[src/hdl/pdsau_defines.vh]
`ifndef PDSAU_DEFINES_VH
`define PDSAU_DEFINES_VH

// Register byte offsets on the register bus
`define PDSAU_OFS_RDPAGE 8'h00
`define PDSAU_OFS_WRPAGE 8'h04
`define PDSAU_OFS_STATUS 8'h08
`define PDSAU_OFS_MASK 8'h0c

// Page register widths and reset values
`define PDSAU_RDPAGE_W 10
`define PDSAU_WRPAGE_W 9
`define PDSAU_RDPAGE_RST 10'h001
`define PDSAU_WRPAGE_RST 9'h001

// Boundary pages
`define PDSAU_PG_EDS_LAST 9'h1ff
`define PDSAU_PG_PSV_FIRST 10'h200
`define PDSAU_PG_PSV_LSW_LAST 10'h2ff
`define PDSAU_PG_PSV_MSW_FIRST 10'h300
`define PDSAU_PG_PSV_LAST 10'h3ff
`define PDSAU_PG_ONE 10'h001

// Highest base address that is always reachable
`define PDSAU_BASE_FIXED_TOP 16'h2fff

// Addressing mode codes
`define PDSAU_MODE_PLAIN 3'h0
`define PDSAU_MODE_PRE 3'h1
`define PDSAU_MODE_POST 3'h2
`define PDSAU_MODE_REGOFS 3'h3
`define PDSAU_MODE_MODULO 3'h4
`define PDSAU_MODE_BITREV 3'h5

// Status and mask bit positions
`define PDSAU_ST_RD_TRAP 0
`define PDSAU_ST_WR_TRAP 1
`define PDSAU_ST_RD_PGCHG 2
`define PDSAU_ST_WR_PGCHG 3
`define PDSAU_ST_W 4

// Bus responses
`define PDSAU_RESP_OKAY 2'h0
`define PDSAU_RESP_SLVERR 2'h2

`endif

[src/hdl/pdsau_top.v]
`include "pdsau_defines.vh"

module pdsau_top (
    input wire aclk,
    input wire aresetn,
    // Register bus
    input wire [7:0] s_axi_awaddr,
    input wire s_axi_awvalid,
    output reg s_axi_awready,
    input wire [31:0] s_axi_wdata,
    input wire [3:0] s_axi_wstrb,
    input wire s_axi_wvalid,
    output reg s_axi_wready,
    output reg [1:0] s_axi_bresp,
    output reg s_axi_bvalid,
    input wire s_axi_bready,
    input wire [7:0] s_axi_araddr,
    input wire s_axi_arvalid,
    output reg s_axi_arready,
    output reg [31:0] s_axi_rdata,
    output reg [1:0] s_axi_rresp,
    output reg s_axi_rvalid,
    input wire s_axi_rready,
    // Core effective address request
    input wire ea_valid,
    input wire ea_is_write,
    input wire [2:0] ea_mode,
    input wire [15:0] ea_start,
    input wire [15:0] effective_address,
    input wire ea_overflow,
    input wire ea_underflow,
    // Memory side
    output reg mem_valid,
    output reg mem_is_write,
    output reg mem_to_program,
    output reg [23:0] mem_addr,
    output reg [15:0] ea_fixed,
    output reg addr_trap,
    output reg irq
);

    reg [`PDSAU_RDPAGE_W-1:0] read_page_q;
    reg [`PDSAU_WRPAGE_W-1:0] write_page_q;
    reg [`PDSAU_ST_W-1:0] status_q;
    reg [`PDSAU_ST_W-1:0] mask_q;
    reg [7:0] awaddr_q;
    reg aw_held_q;
    reg [31:0] wdata_q;
    reg [3:0] wstrb_q;
    reg w_held_q;

    ////////////////////////////////////////////////////////////////////////
    // Address translation, combinational

    reg [9:0] cur_page;
    reg [9:0] new_page;
    reg [15:0] ea_out;
    reg [23:0] addr_out;
    reg to_prog;
    reg trap;
    reg page_chg;
    reg start_paged;
    reg indirect;
    reg wrap_mode;

    always @* begin
        cur_page = ea_is_write ? {1'b0, write_page_q} : read_page_q;
        new_page = cur_page;
        ea_out = effective_address;
        start_paged = ea_start[15];
        indirect = (ea_mode == `PDSAU_MODE_PRE) || (ea_mode == `PDSAU_MODE_POST);
        wrap_mode = (ea_mode == `PDSAU_MODE_REGOFS) || (ea_mode == `PDSAU_MODE_MODULO) ||
            (ea_mode == `PDSAU_MODE_BITREV);
        // Page crossing handling
        if (start_paged && (ea_overflow || ea_underflow)) begin
            if (wrap_mode) begin
                ea_out[15] = 1'b1;
            end else if (indirect) begin
                ea_out[15] = 1'b0;
                if (ea_overflow) begin
                    if (cur_page == `PDSAU_PG_PSV_LSW_LAST && !ea_is_write) begin
                        new_page = `PDSAU_PG_PSV_MSW_FIRST;
                        ea_out[15] = 1'b1;
                    end else if (cur_page[8:0] == `PDSAU_PG_EDS_LAST && !cur_page[9]) begin
                        new_page = cur_page;
                    end else if (cur_page == `PDSAU_PG_PSV_LAST) begin
                        new_page = cur_page;
                    end else begin
                        new_page = cur_page + 10'h001;
                        ea_out[15] = 1'b1;
                    end
                end else begin
                    if (cur_page == `PDSAU_PG_PSV_MSW_FIRST && !ea_is_write) begin
                        new_page = `PDSAU_PG_PSV_LSW_LAST;
                        ea_out[15] = 1'b1;
                    end else if (!ea_is_write && (cur_page == `PDSAU_PG_ONE || cur_page == `PDSAU_PG_PSV_FIRST)) begin
                        new_page = cur_page;
                    end else begin
                        new_page = cur_page - 10'h001;
                        ea_out[15] = 1'b1;
                    end
                end
            end
        end
        page_chg = (new_page != cur_page);
        // Extended address: page zero below bit 15, paged above
        if (ea_out[15]) begin
            addr_out = {cur_page[8:0], ea_out[14:0]};
        end else begin
            addr_out = {8'h00, ea_out};
        end
        to_prog = !ea_is_write && ea_out[15] && (cur_page >= `PDSAU_PG_PSV_FIRST);
        trap = ea_out[15] && ((cur_page == 10'h000) || (ea_is_write && cur_page[9]));
    end

    ////////////////////////////////////////////////////////////////////////
    // Bus decode helpers

    wire [7:0] wr_addr = aw_held_q ? awaddr_q : s_axi_awaddr;
    wire [31:0] wr_data = w_held_q ? wdata_q : s_axi_wdata;
    wire [3:0] wr_strb = w_held_q ? wstrb_q : s_axi_wstrb;
    // Registers change once, when both channels are captured
    wire wr_fire = aw_held_q && w_held_q && !s_axi_bvalid;
    wire wr_lo = wr_strb[0];
    wire wr_hi = wr_strb[1];
    wire [9:0] wr_rdpg = {wr_hi ? wr_data[9:8] : read_page_q[9:8], wr_lo ? wr_data[7:0] : read_page_q[7:0]};
    wire [8:0] wr_wrpg = {wr_hi ? wr_data[8] : write_page_q[8], wr_lo ? wr_data[7:0] : write_page_q[7:0]};
    wire core_upd = ea_valid && !trap && page_chg;
    wire [`PDSAU_ST_W-1:0] events = {4{ea_valid}} &
        {ea_is_write & core_upd, ~ea_is_write & core_upd, ea_is_write & trap, ~ea_is_write & trap};
    wire wr_map = (wr_addr == `PDSAU_OFS_RDPAGE) || (wr_addr == `PDSAU_OFS_WRPAGE) ||
        (wr_addr == `PDSAU_OFS_STATUS) || (wr_addr == `PDSAU_OFS_MASK);

    ////////////////////////////////////////////////////////////////////////
    // Page registers, status and mask

    always @(posedge aclk) begin
        if (!aresetn) begin
            read_page_q <= `PDSAU_RDPAGE_RST;
            write_page_q <= `PDSAU_WRPAGE_RST;
            status_q <= {`PDSAU_ST_W{1'b0}};
            mask_q <= {`PDSAU_ST_W{1'b0}};
        end else begin
            // Core page steps take priority over software writes
            if (core_upd && !ea_is_write) begin
                read_page_q <= new_page;
            end else if (wr_fire && wr_addr == `PDSAU_OFS_RDPAGE && wr_rdpg != 10'h000) begin
                read_page_q <= wr_rdpg;
            end
            if (core_upd && ea_is_write) begin
                write_page_q <= new_page[8:0];
            end else if (wr_fire && wr_addr == `PDSAU_OFS_WRPAGE && wr_wrpg != 9'h000) begin
                write_page_q <= wr_wrpg;
            end
            // Sticky status, set wins over clear
            if (wr_fire && wr_addr == `PDSAU_OFS_STATUS && wr_lo) begin
                status_q <= (status_q & ~wr_data[`PDSAU_ST_W-1:0]) | events;
            end else begin
                status_q <= status_q | events;
            end
            if (wr_fire && wr_addr == `PDSAU_OFS_MASK && wr_lo) begin
                mask_q <= wr_data[`PDSAU_ST_W-1:0];
            end
        end
    end

    ////////////////////////////////////////////////////////////////////////
    // Write channels

    always @(posedge aclk) begin
        if (!aresetn) begin
            aw_held_q <= 1'b0;
            w_held_q <= 1'b0;
            awaddr_q <= 8'h00;
            wdata_q <= 32'h0000_0000;
            wstrb_q <= 4'h0;
            s_axi_awready <= 1'b0;
            s_axi_wready <= 1'b0;
            s_axi_bvalid <= 1'b0;
            s_axi_bresp <= `PDSAU_RESP_OKAY;
        end else begin
            s_axi_awready <= 1'b0;
            s_axi_wready <= 1'b0;
            // Capture each channel once; ready is a one-cycle pulse
            if (s_axi_awvalid && !aw_held_q && !s_axi_awready && !s_axi_bvalid) begin
                s_axi_awready <= 1'b1;
            end
            if (s_axi_awvalid && s_axi_awready) begin
                aw_held_q <= 1'b1;
                awaddr_q <= s_axi_awaddr;
            end
            if (s_axi_wvalid && !w_held_q && !s_axi_wready && !s_axi_bvalid) begin
                s_axi_wready <= 1'b1;
            end
            if (s_axi_wvalid && s_axi_wready) begin
                w_held_q <= 1'b1;
                wdata_q <= s_axi_wdata;
                wstrb_q <= s_axi_wstrb;
            end
            if (aw_held_q && w_held_q && !s_axi_bvalid) begin
                s_axi_bvalid <= 1'b1;
                s_axi_bresp <= wr_map ? `PDSAU_RESP_OKAY : `PDSAU_RESP_SLVERR;
                aw_held_q <= 1'b0;
                w_held_q <= 1'b0;
            end else if (s_axi_bvalid && s_axi_bready) begin
                s_axi_bvalid <= 1'b0;
            end
        end
    end

    ////////////////////////////////////////////////////////////////////////
    // Read channel

    always @(posedge aclk) begin
        if (!aresetn) begin
            s_axi_arready <= 1'b0;
            s_axi_rvalid <= 1'b0;
            s_axi_rdata <= 32'h0000_0000;
            s_axi_rresp <= `PDSAU_RESP_OKAY;
        end else begin
            s_axi_arready <= 1'b0;
            if (s_axi_arvalid && !s_axi_arready && !s_axi_rvalid) begin
                s_axi_arready <= 1'b1;
            end
            if (s_axi_arvalid && s_axi_arready) begin
                s_axi_rvalid <= 1'b1;
                s_axi_rresp <= `PDSAU_RESP_OKAY;
                case (s_axi_araddr)
                    `PDSAU_OFS_RDPAGE: s_axi_rdata <= {22'h000000, read_page_q};
                    `PDSAU_OFS_WRPAGE: s_axi_rdata <= {23'h000000, write_page_q};
                    `PDSAU_OFS_STATUS: s_axi_rdata <= {28'h0000000, status_q};
                    `PDSAU_OFS_MASK: s_axi_rdata <= {28'h0000000, mask_q};
                    default: begin
                        s_axi_rdata <= 32'h0000_0000;
                        s_axi_rresp <= `PDSAU_RESP_SLVERR;
                    end
                endcase
            end else if (s_axi_rvalid && s_axi_rready) begin
                s_axi_rvalid <= 1'b0;
            end
        end
    end

    ////////////////////////////////////////////////////////////////////////
    // Registered memory-side outputs and interrupt

    always @(posedge aclk) begin
        if (!aresetn) begin
            mem_valid <= 1'b0;
            mem_is_write <= 1'b0;
            mem_to_program <= 1'b0;
            mem_addr <= 24'h000000;
            ea_fixed <= 16'h0000;
            addr_trap <= 1'b0;
            irq <= 1'b0;
        end else begin
            mem_valid <= ea_valid && !trap;
            mem_is_write <= ea_is_write;
            mem_to_program <= ea_valid && to_prog;
            mem_addr <= addr_out;
            ea_fixed <= ea_out;
            addr_trap <= ea_valid && trap;
            irq <= |(status_q & mask_q);
        end
    end

endmodule

[config.mk]
export PLATFORM = sky130hd
export DESIGN_NAME = pdsau_top
export DESIGN_NICKNAME = d
export VERILOG_FILES = /design/src/hdl/pdsau_top.v
export VERILOG_INCLUDE_DIRS = /design/src /design/src/hdl
export SDC_FILE = /design/constraint.sdc
export NUM_CORES = 1
export LEC_CHECK = 0
export ABC_CLOCK_PERIOD_IN_PS = 6100
export BUFFER_PORTS_ARGS = -buffer_cell sky130_fd_sc_hd__buf_2
export CAP_MARGIN = 20
export CORE_MARGIN = 1.5
export CORE_UTILIZATION = 35
export CTS_CLUSTER_SIZE = 10
export DETAILED_ROUTE_END_ITERATION = 8
export PLACE_DENSITY = 0.55
export SYNTH_ARGS = -nofsm -noshare
export SYNTH_HDL_FRONTEND = slang
export SYNTH_SLANG_ARGS = --single-unit
[constraint.sdc]
create_clock -name aclk -period 6.1 [get_ports aclk]
set_clock_uncertainty 0.15 [all_clocks]
set_input_delay 0.61 -clock aclk [delete_from_list [all_inputs] [get_ports aclk]]
set_output_delay 0.61 -clock aclk [all_outputs]
set_load 0.02 [all_outputs]
==> flow_summary.json <==
{
  "status": "finished clean",
  "crit_type": "in -> reg",
  "clk_latency_ns": 0.35,
  "ys_ff_latch": 96,
  "die_w_um": 130,
  "swShare_pct": 27.3,
  "slew_headroom_pct": 29.5,
  "grt_pass1_vias": 4580,
  "wl_per_cell_um": 16.9,
  "r2r_cells": 10,
  "n_antenna_cell": 0,
  "tns_ns": 0,
  "clk_pin_slew_ns": 0.07,
  "ff2ff_setup_slack_ns": 2.19,
  "syn_inst": 645,
  "setup_viol": 0,
  "hpwlAfterDp_mm": 11.9,
  "drv_cap": 0,
  "drt-initial-drc-count": 300,
  "grt_max_degree": 69,
  "routed_wl_mm": 16.0,
  "p_leak_nw": 2.60,
  "share_comb_of_total_power_pct": 12.4,
  "cts_sinks": 96,
  "num_rows": 46,
  "track_usage_pct": 18.9,
  "cp-end-kind": "register",
  "pre_cts_ws_ns": 1.71,
  "power.density_mw_per_mm2": 212,
  "grt_pass1_wl_mm": 24.7,
  "die_h_um": 130,
  "routabilityCongestion": 0.890,
  "tightest_slew_ns": 1.03,
  "vias_per_cell": 5.28,
  "numCtsBuffers": 9,
  "post-route-min-period_ns": 4.07,
  "synthFlopType": "dfxtp_1",
  "cts_buffer_depth": 2,
  "layout-drive-gt1-share_pct": 24.7,
  "hold_slack_ns": 0.311,
  "whs_endpoint": "s_axi_arready$_SDFF_PN0_",
  "rsz0062_at_grt": "false",
  "via_count": 4994,
  "cp.arrival_ns": 4.15,
  "portBuffers": 120,
  "synthArstFlopShare_pct": 0,
  "timing.final.crit_share_pct": 66.7,
  "hp-class": "reg -> reg",
  "io_pins": 184,
  "synth_enable_flop_cells": 0,
  "min_path_cells": 1,
  "synth_cell_type_count": 76,
  "p_switching_mw": 0.370,
  "cts_tree": "done",
  "cp_max_fo": 11,
  "final_antenna_net_count": 0,
  "die_area_mm2": 0.0168,
  "slew_violations": 0,
  "sequentialPowerShare_pct": 48.1,
  "ys_seq_area_share_pct": 34.3,
  "p_int_mw": 0.985,
  "grt_overflow": 0,
  "syn_area_mm2": 0.00561,
  "synthDominantCellAreaShare_pct": 34.3,
  "post-route-drc-count": 0,
  "synth.largest_area_cell": "dfxtp_1",
  "cts-root-buf": "clkbuf_16",
  "ys_warn_count": 0,
  "dr.pass1.iters": 8,
  "avgSynthCellArea_um2": 8.70,
  "cts_hold_buf": 0,
  "worst_slack_ns": 2.03,
  "antenna_found_initial": 0,
  "hp-start": "s_axi_rvalid$_SDFFE_PN0P_",
  "peakVddDrop_mv": 0.139,
  "finalPower_mw": 1.36,
  "start_util_pct": 35.6,
  "synth.top_cells.by_area": "dfxtp_1 34%, mux2i_1 6.8%, buf_4 5.4%, nand2_1 4.9%, a21boi_0 3.6%",
  "area_growth_pct": 14.1,
  "coreArea_mm2": 0.0158,
  "r2r-end": "read_page_q[0]$_SDFFE_PN1P_",
  "cp-start-kind": "input pin",
  "r2r_start": "write_page_q[0]$_SDFFE_PN1P_",
  "nets": 829,
  "h-tree-depth": 3,
  "ctsResizeCount": 0,
  "cp.required_ns": 6.18,
  "fmax_mhz": 246,
  "hold_viol": 0,
  "postCtsSetupBuffers": 0,
  "pwr-share-clk_pct": 39.5
}
## worst max path at each step
stage	startpoint	cells past startpoint	end
2_1_floorplan	ea_is_write	13	read_page_q[6]$_SDFFE_PN0P_
3_3_place_gp	ea_is_write	11	read_page_q[0]$_SDFFE_PN1P_
3_5_place_dp	ea_is_write	11	read_page_q[0]$_SDFFE_PN1P_
4_1_cts	ea_is_write	11	read_page_q[0]$_SDFFE_PN1P_
5_1_grt	ea_is_write	11	read_page_q[0]$_SDFFE_PN1P_
6_report	ea_is_write	11	read_page_q[0]$_SDFFE_PN1P_
## layout by cell type (no fill, tap or decap), types with 13 or more instances in the layout
cell,n
nand2_1,73
and2_1,26
nor2_1,25
nor2b_1,19
buf_2,120
mux2_2,13
a21boi_0,27
a21oi_1,15
o21ai_0,34
dfxtp_1,96
inv_1,14
nand3_1,24
mux2i_1,38
conb_1,24
o211ai_1,16
## stage by stage
stage / instance area [µm²] / utilization [%] / cells
after global placement: 6130 / 38.9 / 932
after floorplan: 5700 / - / 668
after global routing: 6400 / 40.6 / 946
after detailed placement: 6130 / 38.9 / 932
after CTS: 6400 / 40.6 / 946
final: 6400 / 40.6 / 946
## state kept, by name (all words and copies together), names as in the netlist, 2 cells and up
register	cells
mem_addr	23
read_page_q	10
s_axi_rdata	10
wdata_q	10
write_page_q	9
awaddr_q	8
mask_q	4
status_q	4
ea_fixed	2
wstrb_q	2
## worst max-delay path, cell delays in order
cell      delay, ns
buf_2          0.19
mux2i_1        0.56
ha_1           0.38
nor4bb_1       0.39
nand2_1        0.18
a21oi_1        0.37
nor2b_1        0.18
o21ai_0        0.32
o211ai_2       0.18
nand3b_2       0.40
mux2_2         0.38
## power groups by stage
stage                     Combinational, mW  Sequential, mW  Clock (mW)
after global routing                  0.183           0.654       0.582
final                                 0.168           0.652       0.536
after detailed placement              0.167           0.667           0
after global placement                0.165           0.666           0
after CTS                             0.168           0.652       0.549
after floorplan                       0.123           0.674           0
## synthesized netlist by cell type (all sizes together), types with 3 or more instances
master and count:
a211oi 6, a21boi 27, a21oi 16, a22oi 13, a311oi 3, a31oi 5, and2 26, and3 3
buf 51, clkbuf 27, dfxtp 96, ha 4, inv 14, mux2 16, mux2i 39, mux4 4
nand2 73, nand2b 9, nand3 24, nand3b 8, nand4 8, nor2 25, nor2b 19, nor3 13
nor3b 4, nor4 6, nor4b 5, nor4bb 3, o211a 3, o211ai 17, o21ai 35, o32ai 3
or3 4, or4 4, xnor2 3
## cell families after synthesis
logic type,Yosys count,share of synthesized area (%)
AOI/OAI and AO/OA,152,19.7
xor gates and xnor gates,3,0.469
adders and majority gates,4,0.892
buffers and inverters,92,9.61
DFF,96,34.3
muxes,59,12.0
other,1,0.0669
and+or+nand+nor,238,22.9
## routing by layer
layer | GRT usage (%) | part of all wire, %
met5 | 0 | 0
met4 | 5.88 | 1.8
met3 | 3.96 | 5.9
met2 | 29.6 | 46
met1 | 25.9 | 46
## area by class of cell
type,instances,area (µm²)
fill,1651,9370
inverter,14,52.6
clock buffer,10,239
clock inverter,4,30.0
tap,216,270
timing repair buffer,126,646
sequential,96,1920
multi-input combinational,480,3240
Power figures use the tool's default switching activity.
